**config.mk**
```make
export PLATFORM = sky130hd
export DESIGN_NAME = aac_frame_codec
export DESIGN_NICKNAME = d
export VERILOG_FILES = /design/src/rtl/aac_pkg.sv /design/src/rtl/aac_frame_codec.sv /design/src/rtl/aac_check_acc.sv
export VERILOG_INCLUDE_DIRS = /design/src /design/src/rtl
export SDC_FILE = /design/constraint.sdc
export NUM_CORES = 1
export LEC_CHECK = 0
export ABC_AREA = 1
export BUFFER_PORTS_ARGS = -buffer_cell sky130_fd_sc_hd__buf_4
export CAP_MARGIN = 20
export CORE_UTILIZATION = 35
export DETAILED_ROUTE_END_ITERATION = 16
export PLACE_DENSITY = 0.53
export SYNTH_ARGS = -nofsm -noshare
export SYNTH_HDL_FRONTEND = slang
export SYNTH_SLANG_ARGS = --single-unit
```
**constraint.sdc**
```tcl
create_clock -name MCLK -period 4.43 [get_ports MCLK]
set_input_delay 0.443 -clock MCLK [delete_from_list [all_inputs] [get_ports MCLK]]
set_output_delay 0.443 -clock MCLK [all_outputs]
set_load 0.01 [all_outputs]
```
**src/rtl/aac_consts.svh**
```systemverilog
// constants of the adapter access frame codec: field codes, results, error codes, layout
`ifndef AAC_CONSTS_SVH
`define AAC_CONSTS_SVH

// ==========================================================
// frame header fields
`define AAC_START 8'h02
`define AAC_FT_CMD 16'h0003
`define AAC_FT_ERR 16'h00FF
`define AAC_CN_REQ 8'h23
`define AAC_CN_RSP 8'hA3

// ==========================================================
// access codes carried in the first request data byte
`define AAC_ACC_RD 8'h00
`define AAC_ACC_WR 8'h01

// ==========================================================
// result codes
`define AAC_RES_OK 16'h0000
`define AAC_RES_OK_NET 16'h0001
`define AAC_RES_REJ 16'h0011
`define AAC_RES_ST_UNCONF 16'h0101
`define AAC_RES_ST_STANDBY 16'h0103
`define AAC_RES_ST_CONSTR 16'h0104
`define AAC_RES_ST_ERRSTOP 16'h0105
`define AAC_RES_OTHER 16'hFFFF

// ==========================================================
// error notification codes
`define AAC_ERR_CHK 8'h00
`define AAC_ERR_CMD 8'h01
`define AAC_ERR_RES 8'h02
`define AAC_ERR_FMT 8'h03
`define AAC_ERR_OTHER 8'hFF

// ==========================================================
// request body layout
`define AAC_BODY_ACC 16'h0000
`define AAC_BODY_OBJ_LAST 16'h0003
`define AAC_BODY_MIN 16'h0004

// ==========================================================
// adapter-owned property table, index 0 holds the highest code
`define AAC_NPROP 4
`define AAC_PROP_CODES 32'hB3B2B1B0
`define AAC_ENTRY_SIZE 8'h02

// ==========================================================
// transmit byte positions and lengths
`define AAC_IDX_FT_HI 5'h01
`define AAC_IDX_FT_LO 5'h02
`define AAC_IDX_CN 5'h03
`define AAC_IDX_FN 5'h04
`define AAC_IDX_DL_HI 5'h05
`define AAC_IDX_DL_LO 5'h06
`define AAC_IDX_RES_HI 5'h07
`define AAC_IDX_RES_LO 5'h08
`define AAC_IDX_ENT 5'h09
`define AAC_IDX_CNT 5'h15
`define AAC_IDX_LIST 5'h16
`define AAC_FRAME_OVH 5'h08
`define AAC_DL_RESULT 16'h0002
`define AAC_DL_FULL 16'h000F

`endif

```
**src/rtl/aac_pkg.sv**
```systemverilog
// types shared by the adapter access frame codec
package aac_pkg;

    // ==========================================================
    // receive parser states
    typedef enum logic [3:0] {
        RX_HUNT,
        RX_FT_HI,
        RX_FT_LO,
        RX_CN,
        RX_FN,
        RX_DL_HI,
        RX_DL_LO,
        RX_BODY,
        RX_CHK
    } aac_rx_e;

    // ==========================================================
    // context of the frame being sent
    typedef struct packed {
        logic is_err;          // error notification instead of response
        logic [7:0] code;      // error code for notifications
        logic [7:0] fn;        // function number echoed
        logic [15:0] result;   // result field of a response
        logic incl;            // property values, count and list present
    } aac_rsp_s;

    // a byte with its strobe
    typedef struct packed {
        logic valid;
        logic [7:0] data;
    } aac_byte_s;

endpackage

```
**src/rtl/aac_frame_codec.sv**
```systemverilog
// adapter side codec for object access (all) and error notification frames
`timescale 1ns/10ps
`default_nettype none
`include "aac_consts.svh"

module aac_frame_codec (
    input wire logic MCLK,
    input wire logic SYS_RST,
    input wire logic RX_VALID,
    input wire logic [7:0] RX_DATA,
    input wire logic RX_ERR,
    output logic RX_READY,
    output logic TX_VALID,
    output logic [7:0] TX_DATA,
    input wire logic TX_READY,
    input wire logic [15:0] ADAPTER_RESULT,
    input wire logic PROP_WR,
    input wire logic [1:0] PROP_IDX,
    input wire logic [7:0] PROP_DATA,
    output aac_pkg::aac_byte_s EQ_BYTE,
    output logic EQ_COMMIT,
    output logic EQ_ABORT,
    output logic [23:0] OBJ_CODE,
    output logic REQ_DONE,
    output logic [3:0] DIRTY
);
    import aac_pkg::*;

    // ==========================================================
    // receive state
    aac_rx_e rx_state_r;          // parser state
    logic [15:0] ft_r;            // received frame type
    logic [7:0] cn_r;             // received command number
    logic [7:0] fn_r;             // received function number
    logic [15:0] dl_r;            // received data length
    logic [15:0] cnt_r;           // body byte counter
    logic [7:0] acc_r;            // access code
    logic [23:0] obj_r;           // object code being collected
    logic eq_seen_r;              // equipment bytes forwarded this frame
    logic [7:0] rx_chk;           // expected check byte

    // ==========================================================
    // property store and transmit state
    logic [7:0] prop_val_r [`AAC_NPROP];  // adapter-owned values
    logic [7:0] snap_val_r [`AAC_NPROP];  // values frozen for a response
    logic [3:0] dirty_r;                  // written from outside
    logic [3:0] snap_dirty_r;             // dirty set frozen for a response
    aac_rsp_s rsp_r;                      // frame being sent
    logic tx_busy_r;
    logic tx_valid_r;
    logic [7:0] tx_data_r;
    logic [4:0] tx_idx_r;                 // next byte position
    logic [4:0] total_r;                  // bytes in the frame
    logic [7:0] tx_chk;

    // ==========================================================
    // receive decode
    wire rx_take = RX_VALID && RX_READY;
    wire rx_start = rx_take && rx_state_r == RX_HUNT && RX_DATA == `AAC_START;
    wire rx_sum_en = rx_take && rx_state_r != RX_HUNT && rx_state_r != RX_CHK;
    wire rx_abort = RX_ERR && rx_state_r != RX_HUNT;
    wire chk_end = rx_take && rx_state_r == RX_CHK;
    wire frame_end = chk_end || rx_abort;
    wire [15:0] dl_now = {dl_r[15:8], RX_DATA};
    wire body_last = cnt_r == dl_r - 16'h0001;
    wire chk_bad = RX_DATA != rx_chk;
    wire is_cmd = ft_r == `AAC_FT_CMD && cn_r == `AAC_CN_REQ;
    wire fmt_bad = dl_r < `AAC_BODY_MIN
        || (acc_r == `AAC_ACC_RD && dl_r != `AAC_BODY_MIN);
    wire eq_fwd = rx_take && rx_state_r == RX_BODY && cnt_r >= `AAC_BODY_MIN
        && acc_r == `AAC_ACC_WR;

    // error precedence: link fault, check byte, command, format
    wire [7:0] err_code = rx_abort ? `AAC_ERR_OTHER :
        chk_bad ? `AAC_ERR_CHK :
        !is_cmd ? `AAC_ERR_CMD :
        `AAC_ERR_FMT;
    wire good_req = chk_end && !chk_bad && is_cmd && !fmt_bad;
    wire err_go = frame_end && !good_req;

    // result: reserved access rejected, undefined user result -> other
    wire res_def = ADAPTER_RESULT == `AAC_RES_OK || ADAPTER_RESULT == `AAC_RES_OK_NET
        || ADAPTER_RESULT == `AAC_RES_REJ || ADAPTER_RESULT == `AAC_RES_ST_UNCONF
        || ADAPTER_RESULT == `AAC_RES_ST_STANDBY || ADAPTER_RESULT == `AAC_RES_ST_CONSTR
        || ADAPTER_RESULT == `AAC_RES_ST_ERRSTOP || ADAPTER_RESULT == `AAC_RES_OTHER;
    wire acc_known = acc_r == `AAC_ACC_RD || acc_r == `AAC_ACC_WR;
    wire [15:0] result = !acc_known ? `AAC_RES_REJ :
        res_def ? ADAPTER_RESULT : `AAC_RES_OTHER;
    wire accepted = result == `AAC_RES_OK || result == `AAC_RES_OK_NET;
    wire incl = accepted && acc_r == `AAC_ACC_RD;

    // ==========================================================
    // receive parser
    always_ff @(posedge MCLK) begin
        if (SYS_RST || rx_abort) begin
            rx_state_r <= RX_HUNT;
        end else if (rx_take) begin
            case (rx_state_r)
                RX_HUNT: begin
                    if (RX_DATA == `AAC_START) begin
                        rx_state_r <= RX_FT_HI;
                    end
                end
                RX_FT_HI: rx_state_r <= RX_FT_LO;
                RX_FT_LO: rx_state_r <= RX_CN;
                RX_CN: rx_state_r <= RX_FN;
                RX_FN: rx_state_r <= RX_DL_HI;
                RX_DL_HI: rx_state_r <= RX_DL_LO;
                RX_DL_LO: begin
                    rx_state_r <= (dl_now == 16'h0000) ? RX_CHK : RX_BODY;
                end
                RX_BODY: begin
                    if (body_last) begin
                        rx_state_r <= RX_CHK;
                    end
                end
                default: rx_state_r <= RX_HUNT;
            endcase
        end
    end

    // ==========================================================
    // header and body field capture
    always_ff @(posedge MCLK) begin
        if (SYS_RST) begin
            ft_r <= 16'h0000;
            cn_r <= 8'h00;
            fn_r <= 8'h00;
            dl_r <= 16'h0000;
            cnt_r <= 16'h0000;
            acc_r <= 8'h00;
            obj_r <= 24'h000000;
        end else if (rx_take) begin
            if (rx_state_r == RX_FT_HI) ft_r[15:8] <= RX_DATA;
            if (rx_state_r == RX_FT_LO) ft_r[7:0] <= RX_DATA;
            if (rx_state_r == RX_CN) cn_r <= RX_DATA;
            if (rx_state_r == RX_FN) fn_r <= RX_DATA;    // kept for echo
            if (rx_state_r == RX_DL_HI) dl_r[15:8] <= RX_DATA;
            if (rx_state_r == RX_DL_LO) begin
                dl_r[7:0] <= RX_DATA;
                cnt_r <= 16'h0000;
                acc_r <= 8'h00;
            end
            if (rx_state_r == RX_BODY) begin
                cnt_r <= cnt_r + 16'h0001;
                if (cnt_r == `AAC_BODY_ACC) acc_r <= RX_DATA;
                if (cnt_r != `AAC_BODY_ACC && cnt_r <= `AAC_BODY_OBJ_LAST) begin
                    obj_r <= {obj_r[15:0], RX_DATA};
                end
            end
        end
    end

    // receive check byte over frame type through last data byte
    aac_check_acc u_rx_chk (
        .clk(MCLK),
        .rst(SYS_RST),
        .clr(rx_start),
        .en(rx_sum_en),
        .data(RX_DATA),
        .chk(rx_chk)
    );

    // ==========================================================
    // equipment-owned values out; commit only on a clean frame
    always_ff @(posedge MCLK) begin
        if (SYS_RST) begin
            EQ_BYTE <= '0;
            EQ_COMMIT <= 1'b0;
            EQ_ABORT <= 1'b0;
            eq_seen_r <= 1'b0;
            OBJ_CODE <= 24'h000000;
            REQ_DONE <= 1'b0;
        end else begin
            EQ_BYTE.valid <= eq_fwd;
            if (eq_fwd) EQ_BYTE.data <= RX_DATA;
            EQ_COMMIT <= good_req && acc_r == `AAC_ACC_WR && accepted;
            EQ_ABORT <= frame_end && eq_seen_r
                && !(good_req && acc_r == `AAC_ACC_WR && accepted);
            if (rx_start || frame_end) begin
                eq_seen_r <= 1'b0;
            end else if (eq_fwd) begin
                eq_seen_r <= 1'b1;
            end
            REQ_DONE <= good_req;
            if (good_req) OBJ_CODE <= obj_r;
        end
    end

    // ==========================================================
    // property store; outside write wins over the clear at a request
    wire [3:0] dirty_set = PROP_WR ? 4'(4'h1 << PROP_IDX) : 4'h0;
    wire [3:0] dirty_clr = good_req ? 4'hF : 4'h0;
    wire [3:0] dirty_nxt = (dirty_r & ~dirty_clr) | dirty_set;

    always_ff @(posedge MCLK) begin
        if (SYS_RST) begin
            dirty_r <= 4'h0;
            snap_dirty_r <= 4'h0;
        end else begin
            dirty_r <= dirty_nxt;
            if (good_req) snap_dirty_r <= dirty_r;
        end
    end

    // value table with its frozen copy
    always_ff @(posedge MCLK) begin
        if (SYS_RST) begin
            for (int i = 0; i < `AAC_NPROP; i++) begin
                prop_val_r[i] <= 8'h00;
                snap_val_r[i] <= 8'h00;
            end
        end else begin
            if (PROP_WR) prop_val_r[PROP_IDX] <= PROP_DATA;
            if (good_req) begin
                for (int i = 0; i < `AAC_NPROP; i++) begin
                    snap_val_r[i] <= prop_val_r[i];
                end
            end
        end
    end

    // number of set bits
    function automatic logic [2:0] ones(input logic [3:0] v);
        logic [2:0] n;
        n = 3'h0;
        for (int i = 0; i < 4; i++) begin
            n = n + {2'h0, v[i]};
        end
        return n;
    endfunction

    // ==========================================================
    // response length and per-entry byte selection
    wire [2:0] n_dirty = ones(snap_dirty_r);
    wire [15:0] dl_tx = rsp_r.is_err ? 16'h0000 :
        rsp_r.incl ? `AAC_DL_FULL + {13'h0000, n_dirty} : `AAC_DL_RESULT;
    wire [7:0] or_chain [`AAC_NPROP+1];
    assign or_chain[0] = 8'h00;

    genvar k;
    generate
        for (k = 0; k < `AAC_NPROP; k++) begin : g_ent
            localparam logic [4:0] BASE = 5'(`AAC_IDX_ENT + 3 * k);
            localparam logic [31:0] CODES = `AAC_PROP_CODES;
            wire [7:0] code = CODES[31-8*k -: 8];
            wire [2:0] pos = ones(snap_dirty_r & 4'((5'h01 << k) - 5'h01));
            wire [7:0] ent = (tx_idx_r == BASE) ? `AAC_ENTRY_SIZE :
                (tx_idx_r == BASE + 5'h01) ? code :
                (tx_idx_r == BASE + 5'h02) ? snap_val_r[k] : 8'h00;
            wire [7:0] lst = (snap_dirty_r[k]
                && tx_idx_r == `AAC_IDX_LIST + {2'h0, pos}) ? code : 8'h00;
            assign or_chain[k+1] = or_chain[k] | ent | lst;
        end
    endgenerate

    // ==========================================================
    // transmit byte selection
    wire [15:0] ft_tx = rsp_r.is_err ? `AAC_FT_ERR : `AAC_FT_CMD;
    wire [7:0] cn_tx = rsp_r.is_err ? rsp_r.code : `AAC_CN_RSP;
    wire [7:0] tx_sel = (tx_idx_r == total_r - 5'h01) ? tx_chk :
        (tx_idx_r == 5'h00) ? `AAC_START :
        (tx_idx_r == `AAC_IDX_FT_HI) ? ft_tx[15:8] :
        (tx_idx_r == `AAC_IDX_FT_LO) ? ft_tx[7:0] :
        (tx_idx_r == `AAC_IDX_CN) ? cn_tx :
        (tx_idx_r == `AAC_IDX_FN) ? rsp_r.fn :
        (tx_idx_r == `AAC_IDX_DL_HI) ? dl_tx[15:8] :
        (tx_idx_r == `AAC_IDX_DL_LO) ? dl_tx[7:0] :
        (tx_idx_r == `AAC_IDX_RES_HI) ? rsp_r.result[15:8] :
        (tx_idx_r == `AAC_IDX_RES_LO) ? rsp_r.result[7:0] :
        (tx_idx_r == `AAC_IDX_CNT) ? {5'h00, n_dirty} :
        or_chain[`AAC_NPROP];
    wire tx_adv = tx_busy_r && (!tx_valid_r || TX_READY);
    // length settles while index 0 loads, so index 0 never waits on it
    wire tx_load = tx_adv && (tx_idx_r == 5'h00 || tx_idx_r < total_r);
    wire tx_sum_en = tx_load && tx_idx_r != 5'h00 && tx_idx_r != total_r - 5'h01;

    // ==========================================================
    // transmit sequencer; receive stalls while a frame goes out
    always_ff @(posedge MCLK) begin
        if (SYS_RST) begin
            tx_busy_r <= 1'b0;
            tx_valid_r <= 1'b0;
            tx_data_r <= 8'h00;
            tx_idx_r <= 5'h00;
            total_r <= 5'h00;
            rsp_r <= '0;
        end else if (frame_end) begin
            tx_busy_r <= 1'b1;
            tx_idx_r <= 5'h00;
            rsp_r.is_err <= err_go;
            rsp_r.code <= err_code;
            rsp_r.fn <= fn_r;
            rsp_r.result <= result;
            rsp_r.incl <= good_req && incl;
        end else if (tx_load) begin
            tx_data_r <= tx_sel;
            tx_valid_r <= 1'b1;
            tx_idx_r <= tx_idx_r + 5'h01;
        end else if (tx_adv) begin
            tx_valid_r <= 1'b0;
            tx_busy_r <= 1'b0;
        end
        if (!SYS_RST && tx_busy_r && tx_idx_r == 5'h00) begin
            total_r <= `AAC_FRAME_OVH + dl_tx[4:0];
        end
    end

    // transmit check byte
    aac_check_acc u_tx_chk (
        .clk(MCLK),
        .rst(SYS_RST),
        .clr(frame_end),
        .en(tx_sum_en),
        .data(tx_sel),
        .chk(tx_chk)
    );

    assign RX_READY = !tx_busy_r;
    assign TX_VALID = tx_valid_r;
    assign TX_DATA = tx_data_r;
    assign DIRTY = dirty_r;

endmodule

`default_nettype wire

```
**src/rtl/aac_check_acc.sv**
```systemverilog
// running check byte: two's complement of the byte sum
`timescale 1ns/10ps
`default_nettype none

module aac_check_acc (
    input wire logic clk,
    input wire logic rst,
    input wire logic clr,
    input wire logic en,
    input wire logic [7:0] data,
    output logic [7:0] chk
);
    import aac_pkg::*;

    logic [7:0] sum_r; // byte sum modulo 256

    // ==========================================================
    // accumulate; clear restarts a frame
    always_ff @(posedge clk) begin
        if (rst || clr) begin
            sum_r <= 8'h00;
        end else if (en) begin
            sum_r <= sum_r + data;
        end
    end

    // check byte makes the whole sum zero
    assign chk = 8'(~sum_r + 8'h01);

endmodule

`default_nettype wire

```
==> results.yml <==
route:
  wire_per_inst_um: 15.1
  drtIter0Drc: 604
  drc: 0
  via_count: 11600
  routed-wl-met2_um: 16800
  vias_per_cell: 4.86
  antenna_left: 0
  wl_met1_um: 17000
  dr.max_layer_used: "met4"
  dr.pass1.iters: 5
  dr_wl_met3_um: 1370
  wl_um: 36000
global_route:
  grt_pass1_wl_um: 57700
  grt.total_usage_pct: 18.4
  grt_pass1_vias: 11000
  grt_max_degree: 76
  grt_overflow: 0
  antenna_found_initial: 0
clock_network:
  ctsLongestPathBuffers: 3
  clockRootBuffer: "clkbuf_16"
  h-tree-depth: 1
  cts_tree: "yes"
  cts_buffers: 31
  cts.clk_slew.worst_paths_ns: 0.06
  clock-sinks: 274
  clkLatencyLatePin_ns: 0.58
  holdBufCountCts: 0
worst_setup_path:
  crit_path_max_incr_delay_ns: 0.54
  cp.required_ns: 4.89
  slowest_stage: "fa_1"
  startpoint_type: "register"
  critPathCaptureType: "register"
  worst_ep_arrival_time_ns: 4.77
  r2r_cells: 29
  worstSetupPathType: "reg2reg"
  cp_common_cell: "nand2_1"
  cp_max_fo: 3
worst_hold_path:
  holdPathStages: 2
  hp-class: "in2reg"
final_layout:
  layout_common_cells: "nand2_1 (317), inv_1 (234), nor2_1 (224)"
  fin_cells: 2379
  drive_gt1_share_pct: 12.1
  final_common_cell: "nand2_1"
  diodes: 0
  final_nets: 1928
  area_growth_pct: 17.0
  final_util_pct: 41.7
floorplanning:
  die_area_um2: 39200
  die_w_um: 198
  initial_core_util_pct: 35.7
  core_area_um2: 37800
  die_y_um: 198
  ios: 90
  rows: 71
sta:
  relSlewSlack_pct: 41.4
  fin_crit_sh_pct: 97.2
  rsz0062_at_grt: "true"
  hold_violations: 0
  worst_pin_slew_ns: 0.878
  max_freq_mhz: 232
  fin_worst_skew_ns: 0.0186
  fin_crit_ns: 4.31
  drv_slew: 0
  worst_hold_slack_ns: 0.174
  finalSetupViolations: 0
  finalWorstSetupSlack_ns: 0.124
logic_synthesis:
  netlist_top_cells_area: "dfxtp_1 (30%), edfxtp_1 (15%), nand2_1 (8.9%), inv_1 (6.6%), nor2_1 (6.2%)"
  synth-edff-count: 69
  yosysTopAreaCell: "dfxtp_1"
  syn-num-nets: 1836
  ys_seq_elements: 274
  ys_types: 53
  syn-cell-area_um2: 13500
  yosysSeqAreaShare_pct: 45.9
  synth_top_area_share_pct: 30.5
  yosys_warnings: 0
  async_flop_share_pct: 0
  ys.flop_type: "dfxtp_1"
  avgSynthCellArea_um2: 7.67
  synthCells: 1756
placed_design:
  dp_hpwl_um: 25900
  routabilityCongestion: 0.892
  portBuffers: 89
  dp_cells: 2325
  dp_slack_ns: -0.168
power:
  ir_drop_uv: 279
  p_per_area_nw_per_um2: 421
  p_leak_nw: 6.72
status:
  outcome: "finished, final reports clean"
job:
  max-cap-violations: 0
where the power goes:
part,leakage [nW],internal [mW],switching [mW]
registers,2.35,2.76,0.124
clock network,0.470,1.37,1.06
logic,3.89,0.450,0.879
total,6.72,4.58,2.06
kinds of logic after synthesis:
family                     Yosys count  synth area share, %
AOI/OAI and AO/OA                  331                 13.4
xor gates and xnor gates            52                 3.38
adders and majority gates           40                 3.94
buffers and inverters              308                 8.88
DFF                                274                 45.9
and+or+nand+nor                    751                 24.5
state kept, by name, indices dropped and copies added (netlist names), 9 cells and up:
signal      flops
rsp_r          29
cnt_r          16
ft_r           16
OBJ_CODE       24
dl_r           16
prop_val_r     32
obj_r          24
snap_val_r     32
EQ_BYTE         9
critical path, delay by kind of cell, from the launching register on:
kind,cells,cell delay [ns]
buf+inv,3,0.17
simple gates,15,1.18
fa+ha+maj,6,1.84
flops,1,0.35
compound gates,5,0.66
layer usage:
| metal | track usage, % | vias up |
|---|---|---|
| li1 | - | 5948 |
| met1 | 24.7 | 5353 |
| met2 | 31.0 | 203 |
| met3 | 2.49 | 54 |
| met4 | 4.77 | 0 |
| met5 | 0 | - |
cell usage after synthesis, types with 4 or more instances:
library cell,count
o22ai_1,4
a22o_1,8
nand4_1,32
nand2_1,319
nor3_1,25
or2_2,7
edfxtp_1,69
a21oi_1,146
fa_1,4
a211oi_1,20
buf_2,16
o21ai_0,112
nor2_1,224
inv_1,236
o21ai_1,19
ha_1,36
inv_2,11
dfxtp_1,205
nand3_1,93
nor4_1,18
xor2_1,38
a221oi_1,6
clkbuf_1,36
xnor2_1,14
nor2_4,4
o211ai_1,6
nor2_2,8
through the flow:
stage / power (mW) / cell area (um^2) / TNS (ns)
3_5_place_dp: 4.25 / 14700 / -0.168
4_1_cts: 6.69 / 15700 / 0
5_1_grt: 6.99 / 15800 / -0.171
3_3_place_gp: 4.23 / 14700 / -0.0828
6_report: 6.64 / 15800 / 0
2_1_floorplan: 3.85 / 13500 / 0
area by class of cell:
type | instances | area [um^2]
flip-flops and latches | 274 | 6180
inverters | 252 | 950
clock inverters | 11 | 77.6
repair buffers | 115 | 863
clock buffers | 42 | 867
well taps | 511 | 639
fillers | 3859 | 22000
multi-input cells | 1174 | 6170
worst paths after layout:
path                        start           endpoint  slack [ns]
setup / recovery  snap_dirty_r[1]  u_tx_chk.sum_r[7]        0.12
hold / removal            SYS_RST           TX_VALID        0.17
setup reg to reg  snap_dirty_r[1]  u_tx_chk.sum_r[7]        0.12
hold reg to reg          ft_r[13]           ft_r[13]        0.46
timing repair:
action | in CTS | in global routing
pin swaps | 6 | 15
gates resized for setup | 10 | 11
endpoints found under the hold margin | 0 | 0
setup endpoints to repair | 1 | 2
buffers inserted | 0 | 1
(Power assumes the default switching activity.)
